[config.mk]
export PLATFORM = sky130hd
export DESIGN_NAME = dcs_top
export DESIGN_NICKNAME = d
export VERILOG_FILES = /design/src/design/dcs_pkg.sv /design/src/design/dcs_evt_if.sv /design/src/design/dcs_ack_sender.sv /design/src/design/dcs_top.sv
export SDC_FILE = /design/constraint.sdc
export NUM_CORES = 1
export LEC_CHECK = 0
export ABC_AREA = 1
export CAP_MARGIN = 5
export CORE_ASPECT_RATIO = 1.4
export CORE_UTILIZATION = 25
export CTS_BUF_LIST = sky130_fd_sc_hd__clkbuf_4
export CTS_CLUSTER_DIAMETER = 150
export DETAILED_ROUTE_END_ITERATION = 10
export DONT_BUFFER_PORTS = 1
export GPL_ROUTABILITY_DRIVEN = 0
export MAX_ROUTING_LAYER = met4
export PLACE_DENSITY = 0.45
export SLEW_MARGIN = 20
export SYNTH_ARGS = -nofsm -noshare
export SYNTH_HDL_FRONTEND = slang
export SYNTH_SLANG_ARGS = --single-unit
[constraint.sdc]
create_clock -name clk -period 2 [get_ports clk]
set_clock_uncertainty 0.1 [all_clocks]
set_input_delay 0.5 -clock clk [delete_from_list [all_inputs] [get_ports clk]]
set_output_delay 0.5 -clock clk [all_outputs]
set_load 0.01 [all_outputs]
[src/design/dcs_pkg.sv]
// Package for the debugger control and status block.
// Assumes a single 40 MHz system clock and a synchronous active-high reset.
package dcs_pkg;
    // Register indices on the plain register port
    localparam logic [1:0] ADDR_CONTROL = 2'h0;
    localparam logic [1:0] ADDR_STATUS = 2'h1;
    localparam logic [1:0] ADDR_ACK_PORT = 2'h2;
    // Control register field positions
    localparam int CTL_DEBUG_STATE_BIT = 7;
    localparam int CTL_BREAK_EN_BIT = 6;
    localparam int CTL_ACK_EN_BIT = 5;
    localparam int CTL_RESET_BIT = 0;
    // Status register field positions
    localparam int STAT_DEBUG_BIT = 7;
    localparam int STAT_HALT_BIT = 6;
    localparam int STAT_GATE_BIT = 5;
    // Reset values
    localparam logic [7:0] CONTROL_RESET = 8'h00;
    localparam logic [7:0] STATUS_RESET = 8'h00;
    // Break opcode and acknowledge character
    localparam logic [7:0] BREAK_OPCODE = 8'h00;
    localparam logic [7:0] ACK_BYTE = 8'hFF;
    // Width of the device reset pulse, in ns and in clock cycles
    localparam int CLK_PERIOD_NS = 25;
    localparam int RESET_PULSE_NS = 100;
    localparam int RESET_PULSE_CYCLES = (RESET_PULSE_NS + CLK_PERIOD_NS - 1) / CLK_PERIOD_NS;
    // States of the acknowledge sender
    typedef enum logic [1:0] {ACK_IDLE, ACK_WAIT, ACK_SENT} dcs_ack_state_t;
endpackage : dcs_pkg

[src/design/dcs_evt_if.sv]
// Interface carrying halt events between the core and the acknowledge sender.
// Assumes both ends sit in the same clock domain.
`timescale 1ns/1ps
`default_nettype none
interface dcs_evt_if;
    logic break_halt;
    logic ack_enable;
    logic ack_busy;
    modport core (output break_halt, output ack_enable, input ack_busy);
    modport sender (input break_halt, input ack_enable, output ack_busy);
endinterface : dcs_evt_if
`default_nettype wire

[src/design/dcs_ack_sender.sv]
// Acknowledge sender: hands one FFH byte to the serial link on a breakpoint halt.
// Assumes the link takes the byte when ack_ready is high.
`timescale 1ns/1ps
`default_nettype none
module dcs_ack_sender (
    // Clock and reset
    input wire logic clk,
    input wire logic sys_rst,
    // Event side
    dcs_evt_if.sender evt,
    // Link side
    output logic ack_valid,
    output logic [7:0] ack_data,
    input wire logic ack_ready
);
    dcs_pkg::dcs_ack_state_t state_reg;
    dcs_pkg::dcs_ack_state_t state_next;
    logic [7:0] data_reg;
    logic [7:0] data_next;

    // Next-state logic
    always_comb begin
        state_next = state_reg;
        data_next = data_reg;
        case (state_reg)
            dcs_pkg::ACK_IDLE: begin
                if (evt.break_halt && evt.ack_enable) begin
                    state_next = dcs_pkg::ACK_WAIT;
                    data_next = dcs_pkg::ACK_BYTE;
                end
            end
            dcs_pkg::ACK_WAIT: begin
                if (ack_ready) begin
                    state_next = dcs_pkg::ACK_SENT;
                end
            end
            dcs_pkg::ACK_SENT: begin
                state_next = dcs_pkg::ACK_IDLE;
                data_next = 8'h00;
            end
            default: begin
                state_next = dcs_pkg::ACK_IDLE;
            end
        endcase
    end

    // State registers
    always_ff @(posedge clk) begin
        if (sys_rst) begin
            state_reg <= dcs_pkg::ACK_IDLE;
            data_reg <= 8'h00;
        end else begin
            state_reg <= state_next;
            data_reg <= data_next;
        end
    end

    assign ack_valid = (state_reg == dcs_pkg::ACK_WAIT);
    assign ack_data = data_reg;
    assign evt.ack_busy = (state_reg != dcs_pkg::ACK_IDLE);
endmodule : dcs_ack_sender
`default_nettype wire

[src/design/dcs_top.sv]
// Debugger control and status registers with halt, breakpoint and reset control.
// Assumes a plain register port on the 40 MHz system clock and synchronous reset.
//
// Local design decisions: strobed register access and the register offsets.
`timescale 1ns/1ps
`default_nettype none
module dcs_top (
    // Clock and reset
    input wire logic clk,
    input wire logic sys_rst,
    // Register port
    input wire logic [1:0] reg_addr,
    input wire logic [7:0] reg_wdata,
    input wire logic reg_wr,
    input wire logic reg_rd,
    output logic [7:0] reg_rdata,
    // CPU side
    input wire logic opcode_decode,
    input wire logic [7:0] opcode_byte,
    input wire logic cpu_halted,
    output logic fetch_stall,
    output logic device_reset_req,
    // Option bits
    input wire logic read_protect_option,
    input wire logic read_protect_gate,
    // Acknowledge byte toward the serial link
    output logic ack_valid,
    output logic [7:0] ack_data,
    input wire logic ack_ready
);
    dcs_evt_if evt ();

    logic debug_reg;
    logic debug_next;
    logic break_en_reg;
    logic break_en_next;
    logic ack_en_reg;
    logic ack_en_next;
    logic [7:0] rdata_reg;
    logic [7:0] rdata_next;
    logic [2:0] rst_cnt_reg;
    logic [2:0] rst_cnt_next;
    logic rst_out_reg;
    logic rst_out_next;
    logic ctl_wr;
    logic break_hit;
    logic protect_active;
    logic [7:0] control_view;
    logic [7:0] status_view;

    // Address decode used for both writes and reads
    function automatic logic hit(input logic [1:0] a, input logic [1:0] idx);
        hit = (a == idx);
    endfunction : hit

    assign ctl_wr = reg_wr && hit(reg_addr, dcs_pkg::ADDR_CONTROL);
    assign protect_active = read_protect_option && !read_protect_gate;
    // Breakpoint only when enabled; otherwise opcode passes as a no-op
    assign break_hit = opcode_decode && (opcode_byte == dcs_pkg::BREAK_OPCODE)
                       && break_en_reg;

    // Control register fields and debug state
    always_comb begin
        debug_next = debug_reg;
        break_en_next = break_en_reg;
        ack_en_next = ack_en_reg;
        if (ctl_wr) begin
            break_en_next = reg_wdata[dcs_pkg::CTL_BREAK_EN_BIT];
            ack_en_next = reg_wdata[dcs_pkg::CTL_ACK_EN_BIT];
            if (reg_wdata[dcs_pkg::CTL_DEBUG_STATE_BIT]) begin
                debug_next = 1'b1;
            end else if (!protect_active) begin
                debug_next = 1'b0;
            end
        end
        // Breakpoint set wins over a clearing write
        if (break_hit) begin
            debug_next = 1'b1;
        end
    end

    // Self-clearing reset trigger, stretched to a fixed pulse
    always_comb begin
        rst_cnt_next = rst_cnt_reg;
        rst_out_next = 1'b0;
        if (ctl_wr && reg_wdata[dcs_pkg::CTL_RESET_BIT]) begin
            rst_cnt_next = 3'(dcs_pkg::RESET_PULSE_CYCLES);
        end else if (rst_cnt_reg != 3'h0) begin
            rst_cnt_next = rst_cnt_reg - 3'h1;
        end
        rst_out_next = (rst_cnt_next != 3'h0);
    end

    // Register views with reserved bits at zero
    always_comb begin
        control_view = 8'h00;
        control_view[dcs_pkg::CTL_DEBUG_STATE_BIT] = debug_reg;
        control_view[dcs_pkg::CTL_BREAK_EN_BIT] = break_en_reg;
        control_view[dcs_pkg::CTL_ACK_EN_BIT] = ack_en_reg;
        status_view = 8'h00;
        status_view[dcs_pkg::STAT_DEBUG_BIT] = debug_reg;
        status_view[dcs_pkg::STAT_HALT_BIT] = cpu_halted;
        status_view[dcs_pkg::STAT_GATE_BIT] = read_protect_gate;
    end

    // Read data, valid only the cycle after the strobe
    always_comb begin
        rdata_next = 8'h00;
        if (reg_rd) begin
            if (hit(reg_addr, dcs_pkg::ADDR_CONTROL)) begin
                rdata_next = control_view;
            end else if (hit(reg_addr, dcs_pkg::ADDR_STATUS)) begin
                rdata_next = status_view;
            end else begin
                rdata_next = 8'h00; // Unmapped reads zero
            end
        end
    end

    // State registers
    always_ff @(posedge clk) begin
        if (sys_rst) begin
            debug_reg <= dcs_pkg::CONTROL_RESET[dcs_pkg::CTL_DEBUG_STATE_BIT];
            break_en_reg <= dcs_pkg::CONTROL_RESET[dcs_pkg::CTL_BREAK_EN_BIT];
            ack_en_reg <= dcs_pkg::CONTROL_RESET[dcs_pkg::CTL_ACK_EN_BIT];
            rdata_reg <= dcs_pkg::STATUS_RESET;
            rst_cnt_reg <= 3'h0;
            rst_out_reg <= 1'b0;
        end else begin
            debug_reg <= debug_next;
            break_en_reg <= break_en_next;
            ack_en_reg <= ack_en_next;
            rdata_reg <= rdata_next;
            rst_cnt_reg <= rst_cnt_next;
            rst_out_reg <= rst_out_next;
        end
    end

    // Acknowledge sender hookup
    // Only a fresh halt with the sender idle offers a byte
    assign evt.break_halt = break_hit && !debug_reg && !evt.ack_busy;
    assign evt.ack_enable = ack_en_reg;

    dcs_ack_sender u_ack (
        .clk(clk),
        .sys_rst(sys_rst),
        .evt(evt),
        .ack_valid(ack_valid),
        .ack_data(ack_data),
        .ack_ready(ack_ready)
    );

    // Outputs
    assign reg_rdata = rdata_reg;
    assign fetch_stall = debug_reg;
    assign device_reset_req = rst_out_reg;
endmodule : dcs_top
`default_nettype wire

---- Word level (Yosys, flattened, before mapping) ----
Index checks and enable logic that the tools add are counted.
W data, S select, Z words.
cells by class
  add/subtract/negate cells ............... 1
  $mul .................................... 0
  div/mod/pow operators ................... 0
  $lt $le $gt $ge ......................... 0
  equality and inequality tests ........... 6
  shift operators ......................... 0
  mux-type cells .......................... 13
  bitwise logic cells ..................... 1
  reduce and logical (&&, ||, !) cells .... 24
operator list
  kind                   count
  $mux W8                3
  $pmux W8 S2            1
  $logic_and A1 B1 Y1    8
  $logic_not A8 Y1       1
  $mux W3                2
  $reduce_and A2 Y1      3
  $reduce_bool A2 Y1     3
  $reduce_bool A3 Y1     2
  $eq A2 B1 Y1 const B   2
  $logic_not A2 Y1       2
  $mux W1                4
  $mux W2                2
  $ne A2 B1 Y1 const B   2
  $pmux W2 S2            1
  $logic_not A1 Y1       3
  $ne A3 B3 Y1 const B   1
  $reduce_or A3 Y1       1
  $sub A3 B1 Y3 const B  1
  $eq A2 B2 Y1 const B   1
  $reduce_or A2 Y1       1
  $not A1 Y1             1
word-level totals
  bits in registers ....................... 25
  bits in latches ......................... 0
  bits in writable memories ............... 0
  bits in read-only memories .............. 0
  output and inout port bits .............. 19
  word-level logic and storage cells ...... 54
  memories kept ........................... 0

---- Longest topological paths before layout ----
Gate-level depths: netlist of the first run.
  depth in word-level cells ............... 8
  depth in mapped cells ................... 7
  mapped depth without buffers ............ 7

---- Cells and area by module ----
A second synthesis of the first run with hierarchy kept.
unflattened totals
  cell total of the unflattened synthesis .. 101
  area total of the unflattened synthesis .. 733.2 µm²
modules (own cells, without submodules)
  module          instances  cells an instance  area each (µm²)  sequential area each (µm²)
  dcs_top         1          75                 555.5            200.2
  dcs_ack_sender  1          26                 177.7            60.1

---- Least setup slack after synthesis of the first run ----
Ideal clock, no wire load.
  path type ............................... register to output
  start ................................... register u_ack.ack_data[6] (netlist name)
  end ..................................... output ack_data[1]
  data arrival time ....................... 0.640 ns
  slack ................................... 0.760 ns
  stages on the path, launching flop included .. 2
  path buffers ............................ 1
  path through ............................ dfxtp_1 -> buf_4
RTL lines
  element           RTL line       text
  end: declaration  dcs_top.sv:28  output logic [7:0] ack_data,

---- Final worst setup path of the first run ----
  start ................................... register u_ack.state_reg[0]
  end ..................................... output ack_valid
on the way
  longest elaborated chain between the ends .. 1
RTL lines
  element                   RTL line              text
  start: declaration        dcs_ack_sender.sv:16  dcs_pkg::dcs_ack_state_t state_reg;
  start signal: assignment  dcs_ack_sender.sv:50  state_reg <= dcs_pkg::ACK_IDLE;
  start signal: assignment  dcs_ack_sender.sv:53  state_reg <= state_next;
  $eq A2 B1 Y1              dcs_ack_sender.sv:58  assign ack_valid = (state_reg == dcs_pkg::ACK_WAIT);
  end: declaration          dcs_top.sv:27         output logic ack_valid,
Every way passes these cells.

==> summary.md, run 1 <==
| Metric | Value |
|---|---|
| Status | finished, final reports clean |
| Worst r2r src | rst_cnt_reg[0] |
| Most frequent cells in the layout | 18 x inv_1, 13 x nand2_1, 13 x dfxtp_1, 10 x nor2_1, 6 x a21oi_1 |
| Final setup violation count | 0 |
| Initial DRC Count | 8 |
| Synthesized area per cell | 7.39 µm² |
| Router iterations before antenna repair | 4 |
| P&R area growth vs syn | 1.04% |
| Ant. Diodes | 0 |
| Share of total power in combinational logic | 0.223 |
| CTS Buf Count | 3 |
| FILL cells | 321 |
| CTS tree | built |
| Via count | 530 |
| Worst path required time | 1400 ps |
| Register bit count reported by yosys | 13 |
| Sw Pwr | 0.000184 W |
| Final TNS setup | 0 ps |
| Post-CTS Resized | 0 |
| Seq/Total Area, Yosys | 0.359 |
| H-tree levels | 1 |
| Mapped Area | 724 µm² |
| Yosys warning total | 0 |
| # hold bufs at CTS | 0 |
| R2r worst-path depth | 5 |
| Max-slew violation count | 0 |
| Worst path max stage delay | 330 ps |
| Critical-path top delay cell | dfxtp_1 |
| Longest Clk Path Bufs | 2 |
| CP arrival | 890 ps |
| Max cap viols | 0 |
| Initial Utilization | 0.269 |
| Post-DRT Antenna Nets | 0 |
| Largest net degree at the start of global routing | 10 |
| Vias in the first global route | 472 |
| WS Path Type | flop to output pin |
| Hold depth | 1 |
| Grt total ovfl | 0 |
| Internal power | 0.000441 W |
| # Post-CTS Setup Buffers | 0 |
| Clock Power Share | 0.273 |
| F_max | 670 MHz |
| Global-route wire length before repair | 1820 µm |
| Die Height | 65.7 µm |
| Skew-Pair Late Insertion Delay | 270 ps |
| WL/cell | 9.11 µm |
| Crit path from | u_ack.state_reg[0] |
| LEAKAGE | 0.347 nW |
| Worst VDD drop | 581 µV |
| All-layer global routing usage | 0.0837 |
| Setup crit end kind | output pin |
| Unrepaired setup endpoints after global routing | no |
| Final min period | 1490 ps |
| CP startpoint kind | flop |
| Core area | 0.00270 mm² |
| Netlist cell types | 21 |
| Buffers on Ports | 0 |
| Sequential share of power | 0.503 |
| WL final | 1190 µm |
| Post-place instance area | 702 µm² |
| Hold path start | sys_rst |
| Post-Syn Instances | 98 |
| Die ar. | 0.00312 mm² |
| Final nets | 126 |
| Clk slew on worst S/H paths | 80 ps |
| PwrDens | 853 mW/mm² |
| CTS Sinks | 13 |
| Final Hold Viols | 0 |
| Layout cell share with drive strength beyond 1 | 0.147 |
| Highest net fanout along the worst path | 3 |
| Most common cell after layout, fill and taps aside | inv_1 |
| Worst Hold Class | input port to flop |
| # DRC | 0 |
| Cells along the critical path | inv_1, nor2_1 |
| Placed wire-length estimate | 1040 µm |
| Vias per cell | 4.05 |
| Tcrit/Tclk final | 0.746 |
| Final Non-Filler Cells | 131 |
| Switching part of the total power | 0.294 |
| Final Cell Area | 732 µm² |
| Placed instance count | 127 |
| Row Count | 22 |
| Initial antenna violation count | 0 |
| Die width | 47.5 µm |
| Clock Tree Root | clkbuf_4 |
| I/O pins | 46 |
-- stage by stage --
step                      worst slack [ps]  power [W]  hold WS, ps  utilization
after CTS                              475   0.000637          184        0.271
after floorplan                        760   0.000444          320            -
final                                  507   0.000625          194        0.271
after global routing                   403   0.000684          174        0.271
after global placement                 682   0.000459          338        0.260
after detailed placement               670   0.000463          335        0.260
-- worst paths after layout --
check,slack (ps),endpoint
setup reg to reg,660,device_reset_req
hold / removal,190,u_ack.state_reg[0]
setup / recovery,510,ack_valid
hold reg to reg,340,u_ack.state_reg[1]
-- per-layer routing --
metal,vias up,routed length (µm),track usage
met5,-,0,-
met4,0,8,0.0107
met3,2,118,0.0522
met2,20,622,0.149
met1,232,444,0.0735
li1,276,-,-
-- cell usage after synthesis --
| cell | number | area, µm² |
|---|---|---|
| nor2_4 | 3 | 33.8 |
| buf_4 | 12 | 90.1 |
| nor3_1 | 1 | 5.00 |
| nor4_1 | 1 | 6.26 |
| ha_1 | 3 | 37.5 |
| nand3_1 | 5 | 25.0 |
| nor2_1 | 10 | 37.5 |
| o21ai_1 | 2 | 10.0 |
| conb_1 | 1 | 3.75 |
| or2_1 | 1 | 6.26 |
| dfxtp_1 | 13 | 260 |
| inv_1 | 18 | 67.6 |
| o21ai_2 | 1 | 8.76 |
| nand2_4 | 1 | 11.3 |
| clkinv_2 | 1 | 5.00 |
| nand2_1 | 13 | 48.8 |
| o21ai_0 | 3 | 15.0 |
| nor2_2 | 1 | 6.26 |
| nand3_2 | 1 | 10.0 |
| a21oi_1 | 6 | 30.0 |
| nand2_2 | 1 | 6.26 |
-- power groups by stage --
stage | logic (W) | registers (W) | clock network, W
after global placement | 0.000138 | 0.000321 | 0
after CTS | 0.000143 | 0.000315 | 0.000180
after detailed placement | 0.000142 | 0.000321 | 0
after global routing | 0.000172 | 0.000317 | 0.000195
final | 0.000140 | 0.000314 | 0.000171
after floorplan | 0.000126 | 0.000317 | 0
-- cells by family after synthesis --
group | after synthesis | share of synthesized area
AND/OR/NAND/NOR | 38 | 0.271
AO/OA/AOI/OAI | 12 | 0.0881
other | 1 | 0.00518
flip-flops | 13 | 0.359
adder cells (fa/ha/maj) | 3 | 0.0518
buffers and inverters | 31 | 0.225
-- worst max-delay path: cells and delay by family, from the launching register on --
kind | cells | cell delay (ps)
buffers and inverters | 1 | 60
flip-flops | 1 | 330
AND/OR/NAND/NOR | 1 | 240
-- area by class of cell --
class | instances | area, µm² | share of cell area
tap | 36 | 45.0 | 0.0615
sequential | 13 | 260 | 0.356
clock buffer | 4 | 30.0 | 0.0410
inverter | 19 | 72.6 | 0.0991
timing repair buffer | 1 | 7.51 | 0.0103
multi-input combinational | 58 | 317 | 0.432
Power figures use the tool's default switching activity.
==> inputs of run 2 (changes only) <==
- PLACE_DENSITY: 0.45 -> 0.47
- clock period: 2 -> 1.35 ns (I/O delays scaled with it)
==> run 2 against run 1 <==
Effect of this change: sequential power up 51%; hold slack worse by 180 ps; largest cell class unchanged; final area up 2.2%; sequential share of layout area down 0.61 points; clock-buffer cell count unchanged; critical path depth unchanged; combinational power up 83%; via count up 1.3%; die area unchanged; final cell count unchanged; non-clock buffer count unchanged.
==> summary.md, run 2 (synthesis gave the netlist of run 1 again) <==
| Metric | Value |
|---|---|
| Cells along the critical path | inv_1, nor2_2 |
| I/O pins | 46 |
| Final Core Density | 0.277 |
| Most common cell after layout, fill and taps aside | inv_1 |
| Buffers on Ports | 0 |
| Worst path required time | 910 ps |
| Highest net fanout along the worst path | 3 |
| All-layer global routing usage | 0.0875 |
| Hold path start | sys_rst |
| Worst r2r src | rst_cnt_reg[0] |
| Unrepaired setup endpoints after global routing | yes |
| Layout cell share with drive strength beyond 1 | 0.221 |
| LEAKAGE | 0.345 nW |
| WS Path Type | flop to output pin |
| CTS Buf Count | 3 |
| Final nets | 126 |
| Worst Hold Class | input port to flop |
| Status | finished, final reports clean |
| FILL cells | 330 |
| Overall Power | 0.00100 W |
| CP startpoint kind | flop |
| Most frequent cells in the layout | 17 x inv_1, 13 x nand2_1, 12 x dfxtp_1, 9 x nor2_1 |
| Longest Clk Path Bufs | 2 |
| Placed wire-length estimate | 982 µm |
| Vias in the first global route | 492 |
| Reg-to-reg slack, setup | 110 ps |
| Post-place instance area | 702 µm² |
| # hold bufs at CTS | 0 |
| WL final | 1190 µm |
| Largest net degree at the start of global routing | 10 |
| Core area | 0.00270 mm² |
| Row Count | 22 |
| Tcrit/Tclk final | 0.949 |
| Worst Hold Path EP | u_ack.state_reg[0] |
| CTS Sinks | 13 |
| Final min period | 1280 ps |
| Initial antenna violation count | 0 |
| Worst VDD drop | 505 µV |
| P&R area growth vs syn | 3.28% |
| Post-DRT Antenna Nets | 0 |
| CP arrival | 840 ps |
| RR Endpoint | device_reset_req |
| Global-route wire length before repair | 1830 µm |
| Setup crit end kind | output pin |
| H-tree levels | 1 |
| WL/cell | 9.09 µm |
| PwrDens | 1340 mW/mm² |
| Final setup violation count | 0 |
| Final Cell Area | 748 µm² |
| R2r worst-path depth | 7 |
| # DRC | 0 |
| Skew-Pair Late Insertion Delay | 280 ps |
| Final TNS setup | 0 ps |
| Max cap viols | 0 |
| Max-slew violation count | 0 |
| Hold depth | 1 |
| Die width | 47.5 µm |
| CTS tree | built |
| Grt total ovfl | 0 |
| Ant. Diodes | 0 |
| Critical-path top delay cell | dfxtp_1 |
| Hold_ws | 15.8 ps |
| Vias per cell | 4.10 |
| Via count | 537 |
| Clk slew on worst S/H paths | 80 ps |
| Die Height | 65.7 µm |
| F_max | 780 MHz |
| Clock Tree Root | clkbuf_4 |
| Worst path max stage delay | 330 ps |
| Router iterations before antenna repair | 2 |
| Initial Utilization | 0.269 |
| Initial DRC Count | 1 |
| Die ar. | 0.00312 mm² |
| Final Hold Viols | 0 |
[run 2: cell counts in the layout (fill, tap and decap cells not counted)]
No cell type changed its count.
[run 2: worst max-delay path, delay by kind of cell (launching register included)]
kind | cells | cell delay, ps
buffers and inverters | 1 | 70
DFF | 1 | 330
and+or+nand+nor | 1 | 160
[run 2: layout make-up]
type                            instances  area [µm²]  share of cell area
Multi-Input combinational cell         58         332               0.443
Sequential cell                        13         262               0.349
Inverter                               19        72.6              0.0970
Tap cell                               36        45.0              0.0602
Clock buffer                            4        30.0              0.0401
Timing Repair Buffer                    1        7.51              0.0100
[run 2: what timing repair did]
action	4_1_cts	5_1_grt
resized for setup	1	8
endpoints found under the setup margin	1	3
buffers inserted	0	0
pin swaps	0	1
[run 2: worst max-delay path by stage]
stage / start / endpoint / depth (start not counted)
3_3_place_gp: rst_cnt_reg[0] / device_reset_req / 5
3_5_place_dp: rst_cnt_reg[0] / device_reset_req / 5
2_1_floorplan: rst_cnt_reg[0] / device_reset_req / 7
6_report: u_ack.state_reg[0] / ack_valid / 2
4_1_cts: rst_cnt_reg[0] / device_reset_req / 5
5_1_grt: rst_cnt_reg[0] / rst_cnt_reg[1] / 7
[run 2: per-stage QoR]
step | cells | setup WS (ps)
6_report | 131 | 68.4
5_1_grt | 131 | -13.0
4_1_cts | 131 | 2.31
3_5_place_dp | 127 | 25.1
3_3_place_gp | 127 | 18.5
2_1_floorplan | 102 | 118
[run 2: routing by layer]
layer	wire, µm	track usage	up-vias
li1	-	-	275
met1	439	0.0749	236
met2	593	0.144	22
met3	132	0.0357	4
met4	26	0.0643	0
met5	0	-	-
[run 2: where the power goes]
part / internal, W / switching, W
registers: 0.000441 / 0.0000346
logic: 0.000107 / 0.000149
clock network: 0.000135 / 0.000134
total: 0.000683 / 0.000318
==> inputs of run 3 (changes only) <==
- PLACE_DENSITY: 0.47 -> 0.45
- SLEW_MARGIN: 20 -> default
- clock period: 1.35 -> 1.6 ns (I/O delays scaled with it)
==> run 3 against run 2 <==
Effect of this change: utilization fell by 0.60 points; global-route usage fell by 0.43 points; setup slack improved by 140 ps; clock power shrank 19%; final cell count did not move; register-to-register slack improved by 130 ps; critical path depth did not move; clock-buffer cell count unchanged; largest cell class unchanged.
==> summary.md, run 3 (synthesis gave the netlist of run 1 again) <==
| Metric | Value |
|---|---|
| Setup crit end kind | output pin |
| Final min period | 1390 ps |
| Initial Utilization | 0.269 |
| Met1 WL | 443 µm |
| Final Non-Filler Cells | 131 |
| Worst Hold Path EP | u_ack.state_reg[0] |
| Clk slew on worst S/H paths | 80 ps |
| R2r worst-path depth | 5 |
| Clock Tree Root | clkbuf_4 |
| WL final | 1190 µm |
| Status | finished, final reports clean |
| DR WL met2 | 625 µm |
| Via count | 533 |
| PwrDens | 1080 mW/mm² |
| Post-CTS Resized | 0 |
| Worst r2r src | rst_cnt_reg[0] |
| CTS Buf Count | 3 |
| Worst Hold Class | input port to flop |
| Worst VDD drop | 736 µV |
| Final setup violation count | 0 |
| Placed instance count | 127 |
| Vias in the first global route | 453 |
| Row Count | 22 |
| WP buf/inv | 1 |
| Initial DRC Count | 3 |
| Max cap viols | 0 |
| Worst path max stage delay | 330 ps |
| # DRC | 0 |
| Grt total ovfl | 0 |
| Buffers on Ports | 0 |
| Die width | 47.5 µm |
| # Post-CTS Setup Buffers | 0 |
| Cells along the critical path | inv_1, nor2_1 |
| I/O pins | 46 |
| Die Height | 65.7 µm |
| Worst path required time | 1100 ps |
| Die ar. | 0.00312 mm² |
| Hold depth | 1 |
| H-tree levels | 1 |
| Largest net degree at the start of global routing | 10 |
| RR Endpoint | device_reset_req |
| Global-route wire length before repair | 1800 µm |
| # hold bufs at CTS | 0 |
| Router iterations before antenna repair | 3 |
| FILL cells | 321 |
| Longest Clk Path Bufs | 2 |
| Most frequent cells in the layout | 18 x inv_1, 13 x nand2_1, 13 x dfxtp_1, 10 x nor2_1, 6 x a21oi_1 |
| Highest metal used | met4 |
| LEAKAGE | 0.347 nW |
| Final Cell Area | 732 µm² |
| Hold path start | sys_rst |
| Number of stages on the worst setup path | 2 |
| Final TNS setup | 0 ps |
| CP arrival | 890 ps |
| Core area | 0.00270 mm² |
| F_max | 719 MHz |
| Max-slew violation count | 0 |
| P&R area growth vs syn | 1.04% |
| All-layer global routing usage | 0.0832 |
| Critical-path top delay cell | dfxtp_1 |
| Vias per cell | 4.07 |
| Layout cell share with drive strength beyond 1 | 0.147 |
| CTS Sinks | 13 |
| CP startpoint kind | flop |
| Skew-Pair Late Insertion Delay | 270 ps |
| Post-DRT Antenna Nets | 0 |
| Most common cell after layout, fill and taps aside | inv_1 |
| Unrepaired setup endpoints after global routing | no |
| Final Hold Viols | 0 |
| Placed wire-length estimate | 1030 µm |
| Final nets | 126 |
| Tcrit/Tclk final | 0.870 |
| WL/cell | 9.05 µm |
| CTS tree | built |
| Highest net fanout along the worst path | 3 |
| Worst path top cell family by delay | flip-flops |
| WS Path Type | flop to output pin |
| Reg-to-reg slack, setup | 240 ps |
| Initial antenna violation count | 0 |
| DR WL met3 | 109 µm |
| Ant. Diodes | 0 |
| Post-place instance area | 702 µm² |
run 3: area by class of cell:
| cell class | instances | area [µm²] | share of cell area |
|---|---|---|---|
| timing repair buffer | 1 | 7.51 | 0.0103 |
| sequential | 13 | 260 | 0.356 |
| tap | 36 | 45.0 | 0.0615 |
| clock buffer | 4 | 30.0 | 0.0410 |
| inverter | 19 | 72.6 | 0.0991 |
| multi-input combinational | 58 | 317 | 0.432 |
run 3: through the flow:
step            util  hold slack (ps)  worst slack (ps)  total power (W)
4_1_cts        0.271             82.9               180         0.000800
5_1_grt        0.271             73.1              67.6         0.000858
6_report       0.271             87.5               208         0.000789
3_3_place_gp   0.260              338               281         0.000574
3_5_place_dp   0.260              336               249         0.000582
2_1_floorplan      -              320               368         0.000554
run 3: report_power, final:
part | total [W] | switching, W | internal (W)
Combinational | 0.000177 | 0.000108 | 0.0000693
Sequential | 0.000394 | 0.0000251 | 0.000369
Clock | 0.000217 | 0.000104 | 0.000113
run 3: per-layer routing:
metal | track usage | vias to the layer above
li1 | - | 276
met1 | 0.0768 | 233
met2 | 0.147 | 22
met3 | 0.0467 | 2
met4 | 0.0107 | 0
met5 | - | -
run 3: worst max path at each step:
stage,startpoint,to,slack [ps]
after floorplan,rst_cnt_reg[0],device_reset_req,370
after global placement,rst_cnt_reg[0],device_reset_req,280
after detailed placement,rst_cnt_reg[0],device_reset_req,250
after CTS,u_ack.state_reg[0],ack_valid,180
after global routing,rst_cnt_reg[0],device_reset_req,70
final,u_ack.state_reg[0],ack_valid,210
